**src/design/rcfg_consts.vh**
```
// Constants for the receive input sync and configuration block
`ifndef RCFG_CONSTS_VH
`define RCFG_CONSTS_VH
// ===========================================================
// Register indices (byte address is four times the index)
`define RCFG_IDX_CNT_LSB 5'h00
`define RCFG_IDX_CNT_MSB 5'h01
`define RCFG_IDX_CNT_SSEL 5'h02
`define RCFG_IDX_BLK_SSEL 5'h03
`define RCFG_IDX_CFG_A 5'h04
`define RCFG_IDX_FMT 5'h05
`define RCFG_IDX_NZ_MASK 5'h06
`define RCFG_IDX_ONESHOT 5'h07
`define RCFG_IDX_TEST_CTRL 5'h08
`define RCFG_IDX_CONST 5'h09
`define RCFG_IDX_STATUS 5'h0A
// ===========================================================
// Reset values and LFSR taps
`define RCFG_RST16 16'h0000
`define RCFG_LFSR_SEED 16'hACE1
`define RCFG_LFSR_TAPS 16'hB400
// ===========================================================
// counter_sync_select fields
`define RCFG_B_SWAP_AB 15
`define RCFG_B_SWAP_CD 14
`define RCFG_F_CNT_SSEL 10:8
`define RCFG_F_CNT_WIDTH 7:0
// block_sync_select fields
`define RCFG_F_FIFO_SSEL 14:12
`define RCFG_F_TST_SSEL 10:8
`define RCFG_F_OUT_SSEL 6:4
`define RCFG_F_DDC_SSEL 2:0
// input_config_a fields
`define RCFG_F_RATE 15:14
`define RCFG_B_STRAP_AB 13
`define RCFG_B_STRAP_CD 12
`define RCFG_B_CONST_ENA 11
`define RCFG_B_BYPASS 10
`define RCFG_B_RAM_READ 9
`define RCFG_F_TST_DELAY 7:4
`define RCFG_F_METER_IQ 3:0
// one-shot and test control bits
`define RCFG_B_ONESHOT 7
`define RCFG_B_SELF_TEST 0
`define RCFG_B_NOISE_SENSE 1
// ===========================================================
// Sync source codes
`define RCFG_SRC_COUNTER 3'b100
`define RCFG_SRC_ONESHOT 3'b101
`define RCFG_SRC_ZERO 3'b110
`define RCFG_SRC_ONE 3'b111
// Rate codes
`define RCFG_RATE_DIV2 2'b01
`define RCFG_RATE_DIV4 2'b10
`define RCFG_RATE_DIV8 2'b11
// Bus responses
`define RCFG_RESP_OKAY 2'b00
`define RCFG_RESP_SLVERR 2'b10
`endif

```
**src/design/rcfg_lane.v**
```verilog
// One input lane: MSB alignment, format conversion and noise bits
`default_nettype none
module rcfg_lane (
	input wire clk_sys,
	input wire rst,
	input wire [15:0] raw,
	input wire [2:0] msb_pos,
	input wire twos_fmt,
	input wire [15:0] noise,
	input wire noise_ena,
	output reg [15:0] sample
);
	reg [15:0] aligned;

	// ===========================================================
	// Alignment and conversion
	always @* begin
		aligned = raw << msb_pos;
		if (!twos_fmt) begin
			aligned[15] = ~aligned[15];
		end
	end

	always @(posedge clk_sys or posedge rst) begin
		if (rst) begin
			sample <= 16'h0000;
		end else begin
			sample <= aligned + (noise_ena ? noise : 16'h0000);
		end
	end
endmodule // rcfg_lane
`default_nettype wire

```
**src/design/rcfg_top.v**
```verilog
// Receive input sync routing and configuration register bank
`include "rcfg_consts.vh"
`default_nettype none
// Summary of operation
// - Swap bits route ports c/d onto a/b and a/b onto c/d
// - Sync code decode: pins, counter, one-shot, 0, 1
// - Counter pulse width 1 to 256 cycles
// - FIFO sync resets read and write pointers
// - Test decimator has its own sync selector
// - Channel sync drives sample clock generation
// - Rate field divides receive clock 1/2/4/8
// - Strapped pair write pointers follow lower input
// - Self-test plus const enable outputs constant
// - Bypass clocks samples directly; sync places strobe
// - Delay field sets decimator sample moment
// - Meters use complex pair or single input
// - MSB position field aligns each input
// - Format bit clear converts offset binary
// - Noise mask selects noise bits added
// - 32-bit interval counter, loaded interval minus one
// - One-shot fires on write 0 then 1
module rcfg_top (
	input wire clk_sys,
	input wire rst,
	input wire [7:0] s_axi_awaddr,
	input wire s_axi_awvalid,
	output reg s_axi_awready,
	input wire [31:0] s_axi_wdata,
	input wire [3:0] s_axi_wstrb,
	input wire s_axi_wvalid,
	output reg s_axi_wready,
	output reg [1:0] s_axi_bresp,
	output reg s_axi_bvalid,
	input wire s_axi_bready,
	input wire [7:0] s_axi_araddr,
	input wire s_axi_arvalid,
	output reg s_axi_arready,
	output reg [31:0] s_axi_rdata,
	output reg [1:0] s_axi_rresp,
	output reg s_axi_rvalid,
	input wire s_axi_rready,
	input wire external_sync_pin_a,
	input wire external_sync_pin_b,
	input wire external_sync_pin_c,
	input wire external_sync_pin_d,
	input wire [15:0] rxin_a,
	input wire [15:0] rxin_b,
	input wire [15:0] rxin_c,
	input wire [15:0] rxin_d,
	input wire [3:0] rxin_valid,
	output wire [63:0] lane_data,
	output reg ddc_sample_strobe,
	output reg ddc_sync,
	output reg [11:0] fifo_wr_ptr,
	output reg [2:0] fifo_rd_ptr,
	output reg tst_decim_sample,
	output reg [15:0] test_gen_data,
	output reg test_gen_const_mode,
	output reg [63:0] meter_i_data,
	output reg [63:0] meter_q_data,
	output reg [3:0] meter_complex_select,
	output reg gain_ram_read_enable,
	output reg fifo_bypass,
	output reg sync_out
);
	// ===========================================================
	// Functions
	function sync_src;
		input [2:0] code;
		input [3:0] ext;
		input cnt_pulse;
		input one_shot;
		begin
			case (code)
			3'b000: sync_src = ext[0];
			3'b001: sync_src = ext[1];
			3'b010: sync_src = ext[2];
			3'b011: sync_src = ext[3];
			`RCFG_SRC_COUNTER: sync_src = cnt_pulse;
			`RCFG_SRC_ONESHOT: sync_src = one_shot;
			`RCFG_SRC_ZERO: sync_src = 1'b0;
			`RCFG_SRC_ONE: sync_src = 1'b1;
			default: sync_src = 1'b0;
			endcase
		end
	endfunction

	function [15:0] merge16;
		input [15:0] old;
		input [31:0] data;
		input [3:0] strb;
		begin
			merge16 = old;
			if (strb[0]) begin
				merge16[7:0] = data[7:0];
			end
			if (strb[1]) begin
				merge16[15:8] = data[15:8];
			end
		end
	endfunction

	function [2:0] rate_mask;
		input [1:0] rate;
		begin
			case (rate)
			`RCFG_RATE_DIV2: rate_mask = 3'h1;
			`RCFG_RATE_DIV4: rate_mask = 3'h3;
			`RCFG_RATE_DIV8: rate_mask = 3'h7;
			default: rate_mask = 3'h0;
			endcase
		end
	endfunction

	// ===========================================================
	// Registers
	reg [15:0] cnt_lsb;
	reg [15:0] cnt_msb;
	reg [15:0] cnt_ssel;
	reg [15:0] blk_ssel;
	reg [15:0] cfg_a;
	reg [15:0] fmt_cfg;
	reg [15:0] noise_bit_select;
	reg oneshot_bit;
	reg oneshot_pulse;
	reg [1:0] test_ctrl;
	reg [15:0] const_val;
	reg aw_held;
	reg w_held;
	reg [4:0] aw_idx;
	reg [31:0] w_data;
	reg [3:0] w_strb;
	reg next_aw_held;
	reg next_w_held;
	reg next_bvalid;
	reg next_rvalid;
	reg [31:0] rd_word;
	reg rd_ok;
	wire do_wr;
	wire [4:0] ar_idx;

	assign do_wr = aw_held && w_held && !s_axi_bvalid;
	assign ar_idx = s_axi_araddr[6:2];

	// ===========================================================
	// Bus handshake
	always @* begin
		next_aw_held = aw_held;
		next_w_held = w_held;
		next_bvalid = s_axi_bvalid;
		next_rvalid = s_axi_rvalid;
		if (s_axi_awvalid && s_axi_awready) begin
			next_aw_held = 1'b1;
		end
		if (s_axi_wvalid && s_axi_wready) begin
			next_w_held = 1'b1;
		end
		if (do_wr) begin
			next_aw_held = 1'b0;
			next_w_held = 1'b0;
			next_bvalid = 1'b1;
		end else if (s_axi_bvalid && s_axi_bready) begin
			next_bvalid = 1'b0;
		end
		if (s_axi_arvalid && s_axi_arready) begin
			next_rvalid = 1'b1;
		end else if (s_axi_rvalid && s_axi_rready) begin
			next_rvalid = 1'b0;
		end
	end

	always @(posedge clk_sys or posedge rst) begin
		if (rst) begin
			aw_held <= 1'b0;
			w_held <= 1'b0;
			aw_idx <= 5'h00;
			w_data <= 32'h00000000;
			w_strb <= 4'h0;
			s_axi_awready <= 1'b0;
			s_axi_wready <= 1'b0;
			s_axi_bvalid <= 1'b0;
			s_axi_bresp <= `RCFG_RESP_OKAY;
			s_axi_arready <= 1'b0;
			s_axi_rvalid <= 1'b0;
			s_axi_rresp <= `RCFG_RESP_OKAY;
			s_axi_rdata <= 32'h00000000;
		end else begin
			aw_held <= next_aw_held;
			w_held <= next_w_held;
			s_axi_bvalid <= next_bvalid;
			s_axi_rvalid <= next_rvalid;
			s_axi_awready <= !next_aw_held && !next_bvalid;
			s_axi_wready <= !next_w_held && !next_bvalid;
			s_axi_arready <= !next_rvalid;
			if (s_axi_awvalid && s_axi_awready) begin
				aw_idx <= s_axi_awaddr[6:2];
			end
			if (s_axi_wvalid && s_axi_wready) begin
				w_data <= s_axi_wdata;
				w_strb <= s_axi_wstrb;
			end
			if (do_wr) begin
				s_axi_bresp <= (aw_idx <= `RCFG_IDX_STATUS) ?
					`RCFG_RESP_OKAY : `RCFG_RESP_SLVERR;
			end
			if (s_axi_arvalid && s_axi_arready) begin
				s_axi_rdata <= rd_word;
				s_axi_rresp <= rd_ok ? `RCFG_RESP_OKAY : `RCFG_RESP_SLVERR;
			end
		end
	end

	// ===========================================================
	// Register writes
	always @(posedge clk_sys or posedge rst) begin
		if (rst) begin
			cnt_lsb <= `RCFG_RST16;
			cnt_msb <= `RCFG_RST16;
			cnt_ssel <= `RCFG_RST16;
			blk_ssel <= `RCFG_RST16;
			cfg_a <= `RCFG_RST16;
			fmt_cfg <= `RCFG_RST16;
			noise_bit_select <= `RCFG_RST16;
			oneshot_bit <= 1'b0;
			oneshot_pulse <= 1'b0;
			test_ctrl <= 2'b00;
			const_val <= `RCFG_RST16;
		end else begin
			oneshot_pulse <= 1'b0;
			if (do_wr) begin
				case (aw_idx)
				`RCFG_IDX_CNT_LSB: cnt_lsb <= merge16(cnt_lsb, w_data, w_strb);
				`RCFG_IDX_CNT_MSB: cnt_msb <= merge16(cnt_msb, w_data, w_strb);
				`RCFG_IDX_CNT_SSEL:
					cnt_ssel <= merge16(cnt_ssel, w_data, w_strb);
				`RCFG_IDX_BLK_SSEL:
					blk_ssel <= merge16(blk_ssel, w_data, w_strb);
				`RCFG_IDX_CFG_A: cfg_a <= merge16(cfg_a, w_data, w_strb);
				`RCFG_IDX_FMT: fmt_cfg <= merge16(fmt_cfg, w_data, w_strb);
				`RCFG_IDX_NZ_MASK:
					noise_bit_select <= merge16(noise_bit_select, w_data, w_strb);
				`RCFG_IDX_ONESHOT: begin
					if (w_strb[0]) begin
						oneshot_bit <= w_data[`RCFG_B_ONESHOT];
						oneshot_pulse <= w_data[`RCFG_B_ONESHOT] &&
							!oneshot_bit;
					end
				end
				`RCFG_IDX_TEST_CTRL: begin
					if (w_strb[0]) begin
						test_ctrl <= w_data[1:0];
					end
				end
				`RCFG_IDX_CONST: const_val <= merge16(const_val, w_data, w_strb);
				default: ;
				endcase
			end
		end
	end

	// ===========================================================
	// External sync pins
	reg [3:0] pin_s1;
	reg [3:0] pin_s2;
	reg [3:0] pin_s3;
	reg [3:0] ext_lvl;

	always @(posedge clk_sys or posedge rst) begin
		if (rst) begin
			pin_s1 <= 4'h0;
			pin_s2 <= 4'h0;
			pin_s3 <= 4'h0;
			ext_lvl <= 4'h0;
		end else begin
			pin_s1 <= {external_sync_pin_d, external_sync_pin_c,
				external_sync_pin_b, external_sync_pin_a};
			pin_s2 <= pin_s1;
			pin_s3 <= pin_s2;
			ext_lvl <= (pin_s2 & pin_s3) | (ext_lvl & (pin_s2 | pin_s3));
		end
	end

	// ===========================================================
	// Sync selectors: counter, fifo, test, channel, pin out
	reg cnt_pulse;
	reg [4:0] sel_prev;
	wire [4:0] sel_lvl;
	wire [4:0] sel_ev;

	assign sel_lvl[0] = sync_src(cnt_ssel[`RCFG_F_CNT_SSEL], ext_lvl,
		cnt_pulse, oneshot_pulse);
	assign sel_lvl[1] = sync_src(blk_ssel[`RCFG_F_FIFO_SSEL], ext_lvl,
		cnt_pulse, oneshot_pulse);
	assign sel_lvl[2] = sync_src(blk_ssel[`RCFG_F_TST_SSEL], ext_lvl,
		cnt_pulse, oneshot_pulse);
	assign sel_lvl[3] = sync_src(blk_ssel[`RCFG_F_DDC_SSEL], ext_lvl,
		cnt_pulse, oneshot_pulse);
	assign sel_lvl[4] = sync_src(blk_ssel[`RCFG_F_OUT_SSEL], ext_lvl,
		cnt_pulse, oneshot_pulse);
	assign sel_ev = sel_lvl & ~sel_prev;

	always @(posedge clk_sys or posedge rst) begin
		if (rst) begin
			sel_prev <= 5'h00;
			sync_out <= 1'b0;
			ddc_sync <= 1'b0;
		end else begin
			sel_prev <= sel_lvl;
			sync_out <= sel_lvl[4];
			ddc_sync <= sel_ev[3];
		end
	end

	// ===========================================================
	// Interval counter and pulse
	reg [31:0] interval_cnt;
	reg [7:0] pulse_left;
	wire cnt_wrap;

	assign cnt_wrap = interval_cnt == {cnt_msb, cnt_lsb};

	always @(posedge clk_sys or posedge rst) begin
		if (rst) begin
			interval_cnt <= 32'h00000000;
			cnt_pulse <= 1'b0;
			pulse_left <= 8'h00;
		end else begin
			if (sel_ev[0] || cnt_wrap) begin
				interval_cnt <= 32'h00000000;
			end else begin
				interval_cnt <= interval_cnt + 32'h00000001;
			end
			if (cnt_wrap) begin
				cnt_pulse <= 1'b1;
				pulse_left <= cnt_ssel[`RCFG_F_CNT_WIDTH];
			end else if (pulse_left != 8'h00) begin
				pulse_left <= pulse_left - 8'h01;
			end else begin
				cnt_pulse <= 1'b0;
			end
		end
	end

	// ===========================================================
	// Sample rate strobe and FIFO pointers
	reg [2:0] rate_div;
	wire rate_tick;
	wire [2:0] wp0;
	wire [2:0] wp2;

	assign rate_tick = (rate_div & rate_mask(cfg_a[`RCFG_F_RATE])) ==
		3'h0;
	assign wp0 = fifo_wr_ptr[2:0] + {2'b00, rxin_valid[0]};
	assign wp2 = fifo_wr_ptr[8:6] + {2'b00, rxin_valid[2]};

	always @(posedge clk_sys or posedge rst) begin
		if (rst) begin
			rate_div <= 3'h0;
			ddc_sample_strobe <= 1'b0;
			fifo_wr_ptr <= 12'h000;
			fifo_rd_ptr <= 3'h0;
		end else begin
			if (sel_ev[3]) begin
				rate_div <= 3'h0;
			end else begin
				rate_div <= rate_div + 3'h1;
			end
			ddc_sample_strobe <= rate_tick && !sel_ev[3];
			if (sel_ev[1] || cfg_a[`RCFG_B_BYPASS]) begin
				fifo_wr_ptr <= 12'h000;
				fifo_rd_ptr <= 3'h0;
			end else begin
				fifo_wr_ptr[2:0] <= wp0;
				fifo_wr_ptr[5:3] <= cfg_a[`RCFG_B_STRAP_AB] ? wp0 :
					fifo_wr_ptr[5:3] + {2'b00, rxin_valid[1]};
				fifo_wr_ptr[8:6] <= wp2;
				fifo_wr_ptr[11:9] <= cfg_a[`RCFG_B_STRAP_CD] ? wp2 :
					fifo_wr_ptr[11:9] + {2'b00, rxin_valid[3]};
				fifo_rd_ptr <= fifo_rd_ptr + {2'b00, rate_tick};
			end
		end
	end

	// ===========================================================
	// Test decimator timing
	reg decim_armed;
	reg [3:0] decim_cnt;

	always @(posedge clk_sys or posedge rst) begin
		if (rst) begin
			decim_armed <= 1'b0;
			decim_cnt <= 4'h0;
			tst_decim_sample <= 1'b0;
		end else begin
			tst_decim_sample <= 1'b0;
			if (sel_ev[2]) begin
				decim_armed <= 1'b1;
				decim_cnt <= 4'h0;
			end else if (decim_armed) begin
				if (decim_cnt == cfg_a[`RCFG_F_TST_DELAY]) begin
					tst_decim_sample <= 1'b1;
					decim_armed <= 1'b0;
				end else begin
					decim_cnt <= decim_cnt + 4'h1;
				end
			end
		end
	end

	// ===========================================================
	// Test and noise generator
	reg [15:0] lfsr;

	always @(posedge clk_sys or posedge rst) begin
		if (rst) begin
			lfsr <= `RCFG_LFSR_SEED;
			test_gen_data <= 16'h0000;
			test_gen_const_mode <= 1'b0;
		end else begin
			lfsr <= {1'b0, lfsr[15:1]} ^ (lfsr[0] ? `RCFG_LFSR_TAPS : 16'h0000);
			test_gen_const_mode <= test_ctrl[`RCFG_B_SELF_TEST] &&
				cfg_a[`RCFG_B_CONST_ENA];
			test_gen_data <= (test_ctrl[`RCFG_B_SELF_TEST] &&
				cfg_a[`RCFG_B_CONST_ENA]) ? const_val : lfsr;
		end
	end

	// ===========================================================
	// Input lanes
	wire [63:0] raw_bus;

	assign raw_bus[15:0] = cnt_ssel[`RCFG_B_SWAP_AB] ? rxin_c : rxin_a;
	assign raw_bus[31:16] = cnt_ssel[`RCFG_B_SWAP_AB] ? rxin_d : rxin_b;
	assign raw_bus[47:32] = cnt_ssel[`RCFG_B_SWAP_CD] ? rxin_a : rxin_c;
	assign raw_bus[63:48] = cnt_ssel[`RCFG_B_SWAP_CD] ? rxin_b : rxin_d;

	genvar gi;
	generate
		for (gi = 0; gi < 4; gi = gi + 1) begin : g_lane
			rcfg_lane u_lane (
				.clk_sys(clk_sys),
				.rst(rst),
				.raw(raw_bus[gi*16+15:gi*16]),
				.msb_pos(fmt_cfg[gi*4+3:gi*4+1]),
				.twos_fmt(fmt_cfg[gi*4]),
				.noise(lfsr & noise_bit_select),
				.noise_ena(test_ctrl[`RCFG_B_NOISE_SENSE]),
				.sample(lane_data[gi*16+15:gi*16])
			);
		end
	endgenerate

	// ===========================================================
	// Power meter inputs and plain control outputs
	integer mi;

	always @(posedge clk_sys or posedge rst) begin
		if (rst) begin
			meter_i_data <= 64'h0000000000000000;
			meter_q_data <= 64'h0000000000000000;
			meter_complex_select <= 4'h0;
			gain_ram_read_enable <= 1'b0;
			fifo_bypass <= 1'b0;
		end else begin
			meter_complex_select <= cfg_a[`RCFG_F_METER_IQ];
			gain_ram_read_enable <= cfg_a[`RCFG_B_RAM_READ];
			fifo_bypass <= cfg_a[`RCFG_B_BYPASS];
			for (mi = 0; mi < 4; mi = mi + 1) begin
				if (cfg_a[mi]) begin
					meter_i_data[mi*16 +: 16] <= lane_data[(mi/2)*32 +: 16];
					meter_q_data[mi*16 +: 16] <=
						lane_data[(mi/2)*32+16 +: 16];
				end else begin
					meter_i_data[mi*16 +: 16] <= lane_data[mi*16 +: 16];
					meter_q_data[mi*16 +: 16] <= 16'h0000;
				end
			end
		end
	end

	// ===========================================================
	// Read decode
	always @* begin
		rd_word = 32'h00000000;
		rd_ok = 1'b1;
		case (ar_idx)
		`RCFG_IDX_CNT_LSB: rd_word[15:0] = cnt_lsb;
		`RCFG_IDX_CNT_MSB: rd_word[15:0] = cnt_msb;
		`RCFG_IDX_CNT_SSEL: rd_word[15:0] = cnt_ssel;
		`RCFG_IDX_BLK_SSEL: rd_word[15:0] = blk_ssel;
		`RCFG_IDX_CFG_A: rd_word[15:0] = cfg_a;
		`RCFG_IDX_FMT: rd_word[15:0] = fmt_cfg;
		`RCFG_IDX_NZ_MASK: rd_word[15:0] = noise_bit_select;
		`RCFG_IDX_ONESHOT: rd_word[`RCFG_B_ONESHOT] = oneshot_bit;
		`RCFG_IDX_TEST_CTRL: rd_word[1:0] = test_ctrl;
		`RCFG_IDX_CONST: rd_word[15:0] = const_val;
		`RCFG_IDX_STATUS: rd_word[15:0] = {4'h0, rate_div, decim_armed,
			ext_lvl, cnt_pulse, fifo_rd_ptr};
		default: rd_ok = 1'b0;
		endcase
	end
endmodule // rcfg_top
`default_nettype wire

```
**config.mk**
```make
export PLATFORM = sky130hd
export DESIGN_NAME = rcfg_top
export DESIGN_NICKNAME = d
export VERILOG_FILES = /design/src/design/rcfg_lane.v /design/src/design/rcfg_top.v
export VERILOG_INCLUDE_DIRS = /design/src /design/src/design
export SDC_FILE = /design/constraint.sdc
export NUM_CORES = 1
export LEC_CHECK = 0
export BUFFER_PORTS_ARGS = -buffer_cell sky130_fd_sc_hd__buf_2
export CORE_MARGIN = 10
export CORE_UTILIZATION = 45
export CTS_CLUSTER_DIAMETER = 200
export DETAILED_ROUTE_END_ITERATION = 16
export GPL_TIMING_DRIVEN = 0
export PLACE_DENSITY = 0.68
export SYNTH_ARGS = -nofsm -noshare
export SYNTH_HDL_FRONTEND = slang
export SYNTH_SLANG_ARGS = --single-unit
```
**constraint.sdc**
```tcl
create_clock -name clk_sys -period 16.95 [get_ports clk_sys]
set_input_delay 3.39 -clock clk_sys [delete_from_list [all_inputs] [get_ports clk_sys]]
set_output_delay 3.39 -clock clk_sys [all_outputs]
set_load 0.01 [all_outputs]
```
==> metrics.txt, run 1 <==
Residual DRC=0; Clock Path Buffers=3; maximum operating frequency=168 MHz; result of the run=finished, final reports clean; highest metal layer used by the detailed router=met5; number of fillers in the final layout=4578; fin cells=3219; final WL=78500 µm; Synth Register Bits=499; routed wirelength normalized by instance count=24.4 µm; Chip Width=253 µm; overall die area=64000 µm²; internal power of the cells=3.10 mW; RSZ-0062 raised after global routing=false; area growth from synthesis to layout=19.7%; number of buffers and inverters on the critical path=1; Post-Route M1 WL=31300 µm; via count of the first global-routing pass=18644; number of enable-type register cells in the synthesized netlist=0; ys async rst share=1.00; Net Switching=1.95 mW; maximum VDD drop=0.103 mV; initial antenna violation count=5; number of vias in the routed layout=18369; gate count after technology mapping=2035; final weighted congestion in routability-driven placement=0.946; category of the worst setup path capture point=flop; worst setup skew after layout=0.0344 ns; Yosys warning count=0; global-route wire length before repair=118000 µm; path class of the lowest-slack min-delay path=flop to flop; clk sink count=499; CORE AREA=53800 µm²; effective utilization at floorplan=0.454; Slew @ Worst Pin=0.868 ns; sequential area share after synthesis=0.512; combinational cell fraction of total power=0.383; fraction of power spent switching nets=0.386; buffer cell driving the clock tree root=clkbuf_16; clock tree from TritonCTS=built; Worst setup SP type=input port; data required time of the worst path=17.43 ns; via density per instance=5.71; clock group share of total power=0.237; share of cells above drive strength 1=0.318; post-synthesis cell type with the largest combined area=dfrtp_1; standard cell with the maximum stage delay on the critical path=fa_1; met3 layer wire length in the routed design=5730 µm; routed wl met2=38500 µm; part of the cycle the worst path needs=0.351; Overflow after GRT=0; number of distinct standard cells referenced by the synthesized netlist=79; post-layout minimum cycle time=5.94 ns; number of primary I/O pins=406; clock insertion delay at the later pin of the skew report=0.61 ns; Resized Gates After CTS=0; areal power density over the cells=173 nW/µm²; placement row count=85; dpl hpwl=62300 µm; cell count after placement=3123; final max-slew violation count=0; die extent in y=253 µm; register share of total power=0.380; pin count of the biggest net entering global routing=47; setup TNS=0 ns; most used flip-flop cell after synthesis=dfrtp_1; Hold Fails Final Rpt=0; Port Buffers=363; worst stage delay on the critical path=0.48 ns; register clock-pin slew on the reported worst setup and hold paths=0.06 ns; Mean Syn Cell Area=12.0 µm²; global-route total usage across every layer=0.241; area fraction of the dominant cell type after synthesis=0.503; count of nets after finishing=2691; Critical Setup Path Class=input port to flop; number of DRC markers in iteration 0=1522; Top delay family on crit path=compound AO/OA/AOI/OAI gates; post-CTS setup repair buffer count=0; total CTS buffers=52; total iterations of the first detailed-routing run=6; biggest area contributors in the synthesized netlist=dfrtp_1 (50%), mux2_2 (9.6%), mux4_2 (3.9%); number of levels in the clock H-tree=2; critical-path maximum fanout=3; Final setup violation count=0; leakage power=14.2 nW; cts-stage hold buffer count=0; number of max-cap violations=0; cells along the critical path=buf_2 -> mux2i_1 -> nand2_1 -> o21ai_0 -> nor3_1 -> fa_1 -> a21o_1 -> a21oi_2 -> o21ai_1 -> a311oi_2 -> nor2_1 -> a221o_1 -> xnor2_1; endpoint arrival time on the critical path=6.42 ns; cell area after technology mapping=24400 µm²; Max transition margin=0.422; number of routed nets with antenna violations=0
cells in the mapped netlist, drive strengths merged (6+ instances only):
library cell,number
nor3,30
xor2,39
a22oi,38
dfrtp,491
a21o,32
nand3,31
mux4,42
nand2,95
and2,70
nor4,7
a21oi,93
mux2,222
nand4,19
nand2b,9
a221oi,15
a222oi,6
nor2b,21
a211oi,20
xnor2,102
ha,75
clkbuf,47
o21a,7
inv,36
or3,6
a31oi,12
o21ai,68
o21bai,9
mux2i,79
nor3b,10
and3,32
nor2,159
dfstp,8
buf,52
o22ai,6
state kept, by name, summed over array words and instances, names as in the netlist, 16 cells and up:
name                  count
w_data                   16
const_val                16
noise_bit_select         16
cfg_a                    16
meter_i_data             64
interval_cnt             32
meter_q_data             64
blk_ssel                 16
s_axi_rdata              16
test_gen_data            16
cnt_msb                  16
g_lane.u_lane.sample     64
fmt_cfg                  16
lfsr                     16
cnt_lsb                  16
cnt_ssel                 16
worst paths after layout:
check | startpoint | to | slack (ns) | depth (start not counted)
setup / recovery | rxin_c[0] | g_lane[0].u_lane.sample[14] | 11.01 | 13
hold reg to reg | pin_s1[1] | pin_s2[1] | 0.35 | 0
min in group asynchronous | rst | fifo_rd_ptr[1] | 2.94 | 2
max in group asynchronous | rst | meter_i_data[61] | 12.00 | 8
hold / removal | pin_s1[1] | pin_s2[1] | 0.35 | 0
setup reg to reg | fmt_cfg[13] | g_lane[3].u_lane.sample[15] | 12.80 | 13
power groups by stage:
| stage | clock network [mW] | registers (mW) | logic [mW] |
|---|---|---|---|
| 6_report | 1.20 | 1.92 | 1.93 |
| 5_1_grt | 1.27 | 1.95 | 2.11 |
| 4_1_cts | 1.22 | 1.91 | 1.94 |
| 3_5_place_dp | 0 | 1.93 | 1.93 |
| 3_3_place_gp | 0 | 1.91 | 1.89 |
| 2_1_floorplan | 0 | 1.88 | 1.19 |
worst register-to-register path: cells and delay by family (launching register included):
kind / cells / cell delay, ns
adder cells (fa/ha/maj): 1 / 0.35
buffers and inverters: 3 / 1.00
AO/OA/AOI/OAI: 4 / 1.07
XOR/XNOR: 1 / 0.23
AND/OR/NAND/NOR: 1 / 0.20
multiplexers: 3 / 0.83
flip-flops: 1 / 0.33
cell type report:
class                   instances  area (µm²)  share of cell area
flip-flops and latches        499       12500               0.427
multi-input cells            1416       11300               0.388
repair buffers                375        2060              0.0704
clock buffers                  75        1570              0.0537
well taps                     696         871              0.0298
plain buffers                  99         509              0.0174
clock inverters                17         244             0.00834
inverters                      38         146             0.00501
diodes                          4        10.0            0.000342
per-layer routing:
layer / up-vias / track usage
li1: 8167 / -
met1: 9305 / 0.301
met2: 745 / 0.409
met3: 146 / 0.0461
met4: 6 / 0.0888
met5: - / 0
cell families (layout without fill, tap and decap cells):
group / count (synthesis) / count (layout) / share of synthesized area
buf+inv: 137 / 604 / 0.0267
flops: 499 / 499 / 0.512
mux: 343 / 343 / 0.174
other cells: 1 / 22 / 0.000154
compound gates: 333 / 333 / 0.0897
simple gates: 497 / 497 / 0.104
fa+ha+maj: 84 / 84 / 0.0438
xor+xnor: 141 / 141 / 0.0506
placed cells by master (no fill, tap or decap), types with 8 or more instances in the layout:
| master | n |
|---|---|
| buf_2 | 382 |
| mux2i_1 | 79 |
| clkbuf_16 | 54 |
| nor2_1 | 155 |
| a22oi_1 | 38 |
| o21ai_1 | 12 |
| nand3_1 | 28 |
| buf_4 | 22 |
| and3_1 | 30 |
| nor2b_1 | 21 |
| nand2_1 | 94 |
| conb_1 | 18 |
| inv_1 | 34 |
| a21oi_1 | 88 |
| clkbuf_8 | 14 |
| buf_12 | 12 |
| a211oi_1 | 20 |
| xnor2_1 | 102 |
| dfstp_2 | 8 |
| o21ai_0 | 53 |
| mux2_2 | 209 |
| and2_1 | 70 |
| a21o_1 | 32 |
| mux2_1 | 12 |
| o21bai_1 | 9 |
| nor3_1 | 25 |
| clkbuf_1 | 53 |
| mux4_2 | 42 |
| nand4_1 | 18 |
| dfrtp_1 | 491 |
| nand2b_1 | 9 |
| a221oi_1 | 15 |
| ha_1 | 75 |
| xor2_1 | 39 |
| nor3b_1 | 10 |
| a31oi_1 | 12 |
through the flow:
| stage | instance area (µm²) | setup WS (ns) | total power [mW] | hold WS [ns] | utilization |
|---|---|---|---|---|---|
| final | 29200 | 11.01 | 5.05 | 0.346 | 0.543 |
| after CTS | 29200 | 11.05 | 5.07 | 0.349 | 0.543 |
| after floorplan | 24500 | 6.80 | 3.07 | 0.331 | - |
| after global placement | 27200 | 4.40 | 3.80 | 0.339 | 0.505 |
| after global routing | 29200 | 10.85 | 5.33 | 0.351 | 0.543 |
| after detailed placement | 27400 | 10.45 | 3.86 | 0.336 | 0.509 |
Power figures use the tool's default switching activity.
==> run 2: changes to the inputs <==
--- a/config.mk
+++ b/config.mk
@@ -12,7 +12,7 @@
 export CTS_CLUSTER_DIAMETER = 200
 export DETAILED_ROUTE_END_ITERATION = 16
 export GPL_TIMING_DRIVEN = 0
-export PLACE_DENSITY = 0.68
+export PLACE_DENSITY = 0.65
 export SYNTH_ARGS = -nofsm -noshare
 export SYNTH_HDL_FRONTEND = slang
 export SYNTH_SLANG_ARGS = --single-unit
==> constraint.sdc (replaced) <==
create_clock -name clk_sys -period 6.1 [get_ports clk_sys]
set_input_delay 1.22 -clock clk_sys [delete_from_list [all_inputs] [get_ports clk_sys]]
set_output_delay 1.22 -clock clk_sys [all_outputs]
set_load 0.01 [all_outputs]
==> run 2 against run 1 <==
  * Combinational power rose to 2.8 times the previous value
  * Cell count is essentially flat
  * Sequential cell count stayed put
  * Largest power group unchanged
  * Design area is 0.11% higher
  * Clock power rose to 2.8 times the previous value
  * Clock-buffer cell count rose by 3
==> metrics.txt, run 2 (synthesized netlist as in run 1, its figures left out) <==
global-route total usage across every layer=0.245 (was 0.241); share of cells above drive strength 1=0.317 (was 0.318); count of nets after finishing=2692 (was 2691); part of the cycle the worst path needs=0.684; critical-path maximum fanout=10 (was 3); post-CTS setup repair buffer count=0 (unchanged); Hold Fails Final Rpt=0 (unchanged); Port Buffers=363 (unchanged); clock tree from TritonCTS=built (unchanged); cts-stage hold buffer count=0 (unchanged); Overflow after GRT=0 (unchanged); most common library cell in the layout ignoring fill and taps=dfrtp_1 (unchanged); final max-slew violation count=0 (unchanged); number of routed nets with antenna violations=0 (unchanged); Slew @ Worst Pin=0.848 ns (was 0.868 ns); Max transition margin=0.435 (was 0.422); launch instance of the worst register-to-register path=cnt_ssel[15] (was fmt_cfg[13]); fin cells=3222 (was 3219); overall die area=64000 µm² (unchanged); Worst setup SP type=flop (was input port); effective utilization at floorplan=0.454 (unchanged); commonest cells after routing, fill and taps aside=dfrtp_1 (491), buf_2 (382), mux2_2 (209) (unchanged); pin count of the biggest net entering global routing=46 (was 47); routed wirelength normalized by instance count=24.7 µm (was 24.4 µm); Final setup violation count=0 (unchanged); number of fillers in the final layout=4638 (was 4578); data required time of the worst path=6.60 ns (was 17.43 ns); final weighted congestion in routability-driven placement=0.963 (was 0.946); Total Power Consumption=14.1 mW (was 5.05 mW); CORE AREA=53800 µm² (unchanged); maximum operating frequency=240 MHz; total CTS buffers=53 (was 52); Resized Gates After CTS=0 (unchanged); area growth from synthesis to layout=19.9% (was 19.7%); total iterations of the first detailed-routing run=7 (was 6); FF/Latch Area=12500 µm² (unchanged); register clock-pin slew on the reported worst setup and hold paths=0.06 ns (about the same); cell count after placement=3123 (unchanged); Residual DRC=0 (unchanged); final WL=79500 µm (was 78500 µm); leakage power=14.3 nW (was 14.2 nW); initial antenna violation count=5 (unchanged); result of the run=finished, final reports clean (unchanged); post-layout minimum cycle time=4.17 ns; path class of the lowest-slack min-delay path=flop to flop (unchanged); area used by multi-input combinational logic=11300 µm² (unchanged); category of the worst setup path capture point=flop (unchanged); number of vias in the routed layout=18193 (was 18369); worst hold start=pin_s1[1] (unchanged); number of levels in the clock H-tree=2 (unchanged); RSZ-0062 raised after global routing=false (unchanged); dpl hpwl=63100 µm (was 62300 µm); number of primary I/O pins=406 (unchanged); number of max-cap violations=0 (unchanged); placement row count=85 (unchanged); leading registers by flop count=g_lane.u_lane.sample: 64 flops, meter_i_data: 64 flops, meter_q_data: 64 flops (unchanged); Clock Path Buffers=3 (unchanged); number of DRC markers in iteration 0=1403 (was 1522); areal power density over the cells=481 nW/µm² (was 173 nW/µm²); clock insertion delay at the later pin of the skew report=0.60 ns (was 0.61 ns); via count of the first global-routing pass=18813 (was 18644); clk sink count=499 (unchanged); Critical Path Start=cnt_ssel[15] (was rxin_c[0]); buffer cell driving the clock tree root=clkbuf_16 (unchanged); worst setup skew after layout=0.0117 ns (was 0.0344 ns); via density per instance=5.65 (was 5.71); Critical Setup Path Class=flop to flop (was input port to flop); die extent in y=253 µm (unchanged); endpoint arrival time on the critical path=4.67 ns (was 6.42 ns); Chip Width=253 µm (unchanged); maximum VDD drop=0.313 mV (was 0.103 mV); global-route wire length before repair=119000 µm (was 118000 µm)
-- run 2: cell count changes in the layout (fill, tap and decap cells not counted), moves of 2 or more --
cell	change
clkinv_8	-2
diode_2	-2
clkbuf_8	-2
inv_6	+3
clkbuf_1	+4
-- run 2: worst paths after layout --
check,cells after the start,to,slack (ns)
setup / recovery,13,g_lane[1].u_lane.sample[15],1.93
hold / removal,0,pin_s2[1],0.35
min in group asynchronous,2,meter_i_data[0],0.76
max in group asynchronous,8,g_lane[3].u_lane.sample[11],3.23
hold reg to reg,0,pin_s2[1],0.35
setup reg to reg,13,g_lane[1].u_lane.sample[15],1.93
-- run 2: report_power, final --
group,switching [mW],internal [mW]
Clock,1.33,2.05
Sequential,1.02,4.32
Combinational,3.05,2.29
Total,5.41,8.66
-- run 2: cell type report --
| type | instances | area share |
|---|---|---|
| sequential | 499 | 0.427 |
| inverter | 38 | 0.00500 |
| clock inverter | 19 | 0.00919 |
| buffer | 99 | 0.0174 |
| timing repair buffer | 375 | 0.0703 |
| multi-input combinational | 1416 | 0.387 |
| tap | 696 | 0.0298 |
| clock buffer | 78 | 0.0541 |
| antenna | 2 | 0.000171 |
-- run 2: worst max-delay path: stages, from the launching register on --
cell	delay (ns)
dfrtp_1	0.47
buf_6	0.20
buf_4	0.21
buf_2	0.38
mux4_2	0.35
nor3b_1	0.51
ha_1	0.35
a211oi_1	0.28
o21ai_1	0.16
nand3_1	0.14
a31oi_1	0.16
a311o_1	0.38
a21oi_1	0.26
xnor2_1	0.20
-- run 2: stage by stage --
step	area [µm²]	TNS (ns)	hold WS [ns]	setup WS (ns)	util
4_1_cts	29300	0	0.350	1.91	0.544
3_3_place_gp	27200	-2125.41	0.338	-4.42	0.505
6_report	29300	0	0.346	1.93	0.544
2_1_floorplan	24500	-925.02	0.331	-1.88	-
5_1_grt	29300	0	0.361	1.69	0.544
3_5_place_dp	27400	0	0.336	1.77	0.509
-- run 2: layer usage --
layer | up-vias | track usage | part of all wire
li1 | 8165 | - | -
met1 | 9190 | 0.310 | 0.41
met2 | 692 | 0.408 | 0.48
met3 | 138 | 0.0514 | 0.073
met4 | 8 | 0.0926 | 0.037
met5 | - | 0 | 0.00077
==> run 3: changes to the inputs <==
--- a/config.mk
+++ b/config.mk
@@ -12,7 +12,7 @@
 export CTS_CLUSTER_DIAMETER = 200
 export DETAILED_ROUTE_END_ITERATION = 16
 export GPL_TIMING_DRIVEN = 0
-export PLACE_DENSITY = 0.65
+export PLACE_DENSITY = 0.68
 export SYNTH_ARGS = -nofsm -noshare
 export SYNTH_HDL_FRONTEND = slang
 export SYNTH_SLANG_ARGS = --single-unit
==> constraint.sdc (replaced) <==
create_clock -name clk_sys -period 3.6 [get_ports clk_sys]
set_input_delay 0.72 -clock clk_sys [delete_from_list [all_inputs] [get_ports clk_sys]]
set_output_delay 0.72 -clock clk_sys [all_outputs]
set_load 0.01 [all_outputs]
==> run 3 against run 2 <==
  * First-iteration DRC count grew 4.8%
  * Hold slack worse by 0.12 ns
  * Setup slack got worse by 1.8 ns
  * Sequential power rose by 71%
  * Routed wire length is 0.87% lower
  * Critical path depth fell by 1
  * Cell count barely moved
  * Critical endpoint is now g_lane[3].u_lane.sample[15]
  * Highest routed layer unchanged
==> metrics.txt, run 3 (synthesized netlist as in run 1, its figures left out) <==
Overflow after GRT=0 (unchanged); global-route total usage across every layer=0.241 (was 0.245); clk sink count=499 (unchanged); register share of total power=0.377 (was 0.379); count of nets after finishing=2698 (was 2692); Reg2Reg Setup Slack=0.09 ns (was 1.93 ns); part of the cycle the worst path needs=0.974 (was 0.684); number of levels in the clock H-tree=2 (unchanged); number of DRC markers in iteration 0=1471 (was 1403); category of the worst setup path capture point=flop (unchanged); met3 usage=0.0470 (was 0.0514); Hold Fails Final Rpt=0 (unchanged); final max-slew violation count=0 (unchanged); total CTS buffers=52 (was 53); final cell utilization of the core=0.551 (was 0.544); maximum VDD drop=0.489 mV (was 0.313 mV); buffer cell driving the clock tree root=clkbuf_16 (unchanged); Clock Path Buffers=3 (unchanged); clock group share of total power=0.233 (was 0.240); pin count of the biggest net entering global routing=47 (was 46); leakage power=14.4 nW (was 14.3 nW); Max transition margin=0.437 (was 0.435); area growth from synthesis to layout=21.3% (was 19.9%); cell count after placement=3123 (unchanged); placement row count=85 (unchanged); internal power of the cells=14.8 mW (was 8.66 mW); combinational cell fraction of total power=0.390 (was 0.380); post-layout minimum cycle time=3.51 ns (was 4.17 ns); die extent in y=253 µm (unchanged); register clock-pin slew on the reported worst setup and hold paths=0.07 ns (was 0.06 ns); result of the run=finished, final reports clean (unchanged); final setup slack of the worst path=0.0921 ns (was 1.93 ns); most heavily used metal layer in global routing=met2 (unchanged); overall die area=64000 µm² (unchanged); count of cells along the worst register-to-register path=12 (was 13); maximum operating frequency=285 MHz (was 240 MHz); Net Switching=9.33 mW (was 5.41 mW); final WL=78800 µm (was 79500 µm); areal power density over the cells=815 nW/µm² (was 481 nW/µm²); launch instance of the worst register-to-register path=cnt_ssel[14] (was cnt_ssel[15]); Final setup violation count=0 (unchanged); dpl hpwl=62300 µm (was 63100 µm); share of cells above drive strength 1=0.342 (was 0.317); GR Util met1=0.301 (was 0.310); critical-path maximum fanout=10 (unchanged); clock insertion delay at the later pin of the skew report=0.61 ns (was 0.60 ns); leading registers by flop count=g_lane.u_lane.sample: 64 flops, meter_i_data: 64 flops, meter_q_data: 64 flops (unchanged); routed wirelength normalized by instance count=24.4 µm (was 24.7 µm); endpoint of the worst setup timing path=g_lane[3].u_lane.sample[15] (was g_lane[1].u_lane.sample[15]); number of primary I/O pins=406 (unchanged); via count of the first global-routing pass=18698 (was 18813); summed area of non-filler cells in the final layout=29600 µm² (was 29300 µm²); Slew @ Worst Pin=0.844 ns (was 0.848 ns); fraction of power spent switching nets=0.386 (was 0.384); Critical Setup Path Class=flop to flop (unchanged); commonest cells after routing, fill and taps aside=dfrtp_1 (488), buf_2 (379), mux2_2 (209) (was dfrtp_1 (491), buf_2 (382), mux2_2 (209)); worst slack after detailed placement=-0.406 ns (was 1.77 ns); Port Buffers=363 (unchanged); initial antenna violation count=5 (unchanged); reg-to-reg critical path endpoint=g_lane[3].u_lane.sample[15] (was g_lane[1].u_lane.sample[15]); Worst setup SP type=flop (unchanged); CORE AREA=53800 µm² (unchanged); fin cells=3225 (was 3222); Residual DRC=0 (unchanged); most common library cell in the layout ignoring fill and taps=dfrtp_1 (unchanged); cts-stage hold buffer count=0 (unchanged); GR met2 Demand/Resource=0.412 (was 0.408); Critical Path Start=cnt_ssel[14] (was cnt_ssel[15]); total iterations of the first detailed-routing run=6 (was 7); effective utilization at floorplan=0.454 (unchanged); via density per instance=5.72 (was 5.65); number of routed nets with antenna violations=0 (unchanged); clock tree from TritonCTS=built (unchanged); instance area after placement=27400 µm² (unchanged); number of max-cap violations=0 (unchanged); data required time of the worst path=4.09 ns (was 6.60 ns); path class of the lowest-slack min-delay path=input port to flop (was flop to flop); Chip Width=253 µm (unchanged); endpoint arrival time on the critical path=4.00 ns (was 4.67 ns); final weighted congestion in routability-driven placement=0.946 (was 0.963); worst setup skew after layout=0.0322 ns (was 0.0117 ns); global-route wire length before repair=118000 µm (was 119000 µm); number of vias in the routed layout=18440 (was 18193)
-- run 3: cell count changes in the layout (fill, tap and decap cells not counted), sizes merged --
cell,change
diode,+1
clkinv,+1
clkinvlp,+1
buf,+10
clkbuf,-6
inv,-3
bufinv,-1
-- run 3: power by group through the flow --
stage / registers [mW] / logic (mW) / clock network [mW]
finish: 9.11 / 9.43 / 5.63
detailed placement: 9.08 / 9.09 / 0
global placement: 9.01 / 8.90 / 0
CTS: 9.03 / 9.27 / 5.73
global route: 9.28 / 10.2 / 5.96
floorplan: 8.86 / 5.60 / 0
-- run 3: worst max-delay path, cell delays in order, from the launching register on --
cell and delay (ns):
dfrtp_1 0.40, buf_8 0.17, buf_12 0.17, mux4_2 0.58, mux2i_2 0.22, mux2i_1 0.12, ha_1 0.34, and2_1 0.21
a221oi_2 0.30, a31oi_2 0.17, a221o_1 0.35, a21oi_2 0.19, xnor2_2 0.17
-- run 3: final cells by class --
type                            count  area (µm²)
Clock inverter                     17         244
Sequential cell                   499       12500
Buffer                             94         579
Antenna cell                        3        7.51
Tap cell                          696         871
Fill cell                        4534       24200
Timing Repair Buffer              387        2150
Multi-Input combinational cell   1416       11600
Inverter                           38         146
Clock buffer                       75        1570
-- run 3: routing by layer --
layer	wire, µm	share of wire
met2	38900	0.49
met1	31300	0.40
met3	5870	0.074
met4	2770	0.035
met5	42	0.00053
-- run 3: how the worst min path moves through the flow --
stage                              startpoint  slack, ns  cells past startpoint         to
after floorplan                     pin_s1[0]       0.33                      0  pin_s2[0]
after global placement              pin_s1[0]       0.34                      0  pin_s2[0]
after detailed placement            pin_s1[1]       0.34                      0  pin_s2[1]
after CTS                 external_sync_pin_d       0.20                      1  pin_s1[3]
after global routing      external_sync_pin_d       0.20                      1  pin_s1[3]
final                     external_sync_pin_d       0.23                      1  pin_s1[3]
-- run 3: repair_timing --
item / 4_1_cts / 5_1_grt
buffers inserted: 3 / 9
pin swaps: 3 / 9
resized for setup: 47 / 43
endpoints found under the setup margin: 16 / 12
-- run 3: metrics by stage --
step | TNS [ns] | power [mW] | hold WS (ns)
2_1_floorplan | -1923.00 | 14.5 | 0.331
4_1_cts | 0 | 24.0 | 0.200
3_3_place_gp | -3071.41 | 17.9 | 0.339
5_1_grt | -0.0667 | 25.5 | 0.204
6_report | 0 | 24.2 | 0.226
3_5_place_dp | -2.94 | 18.2 | 0.336
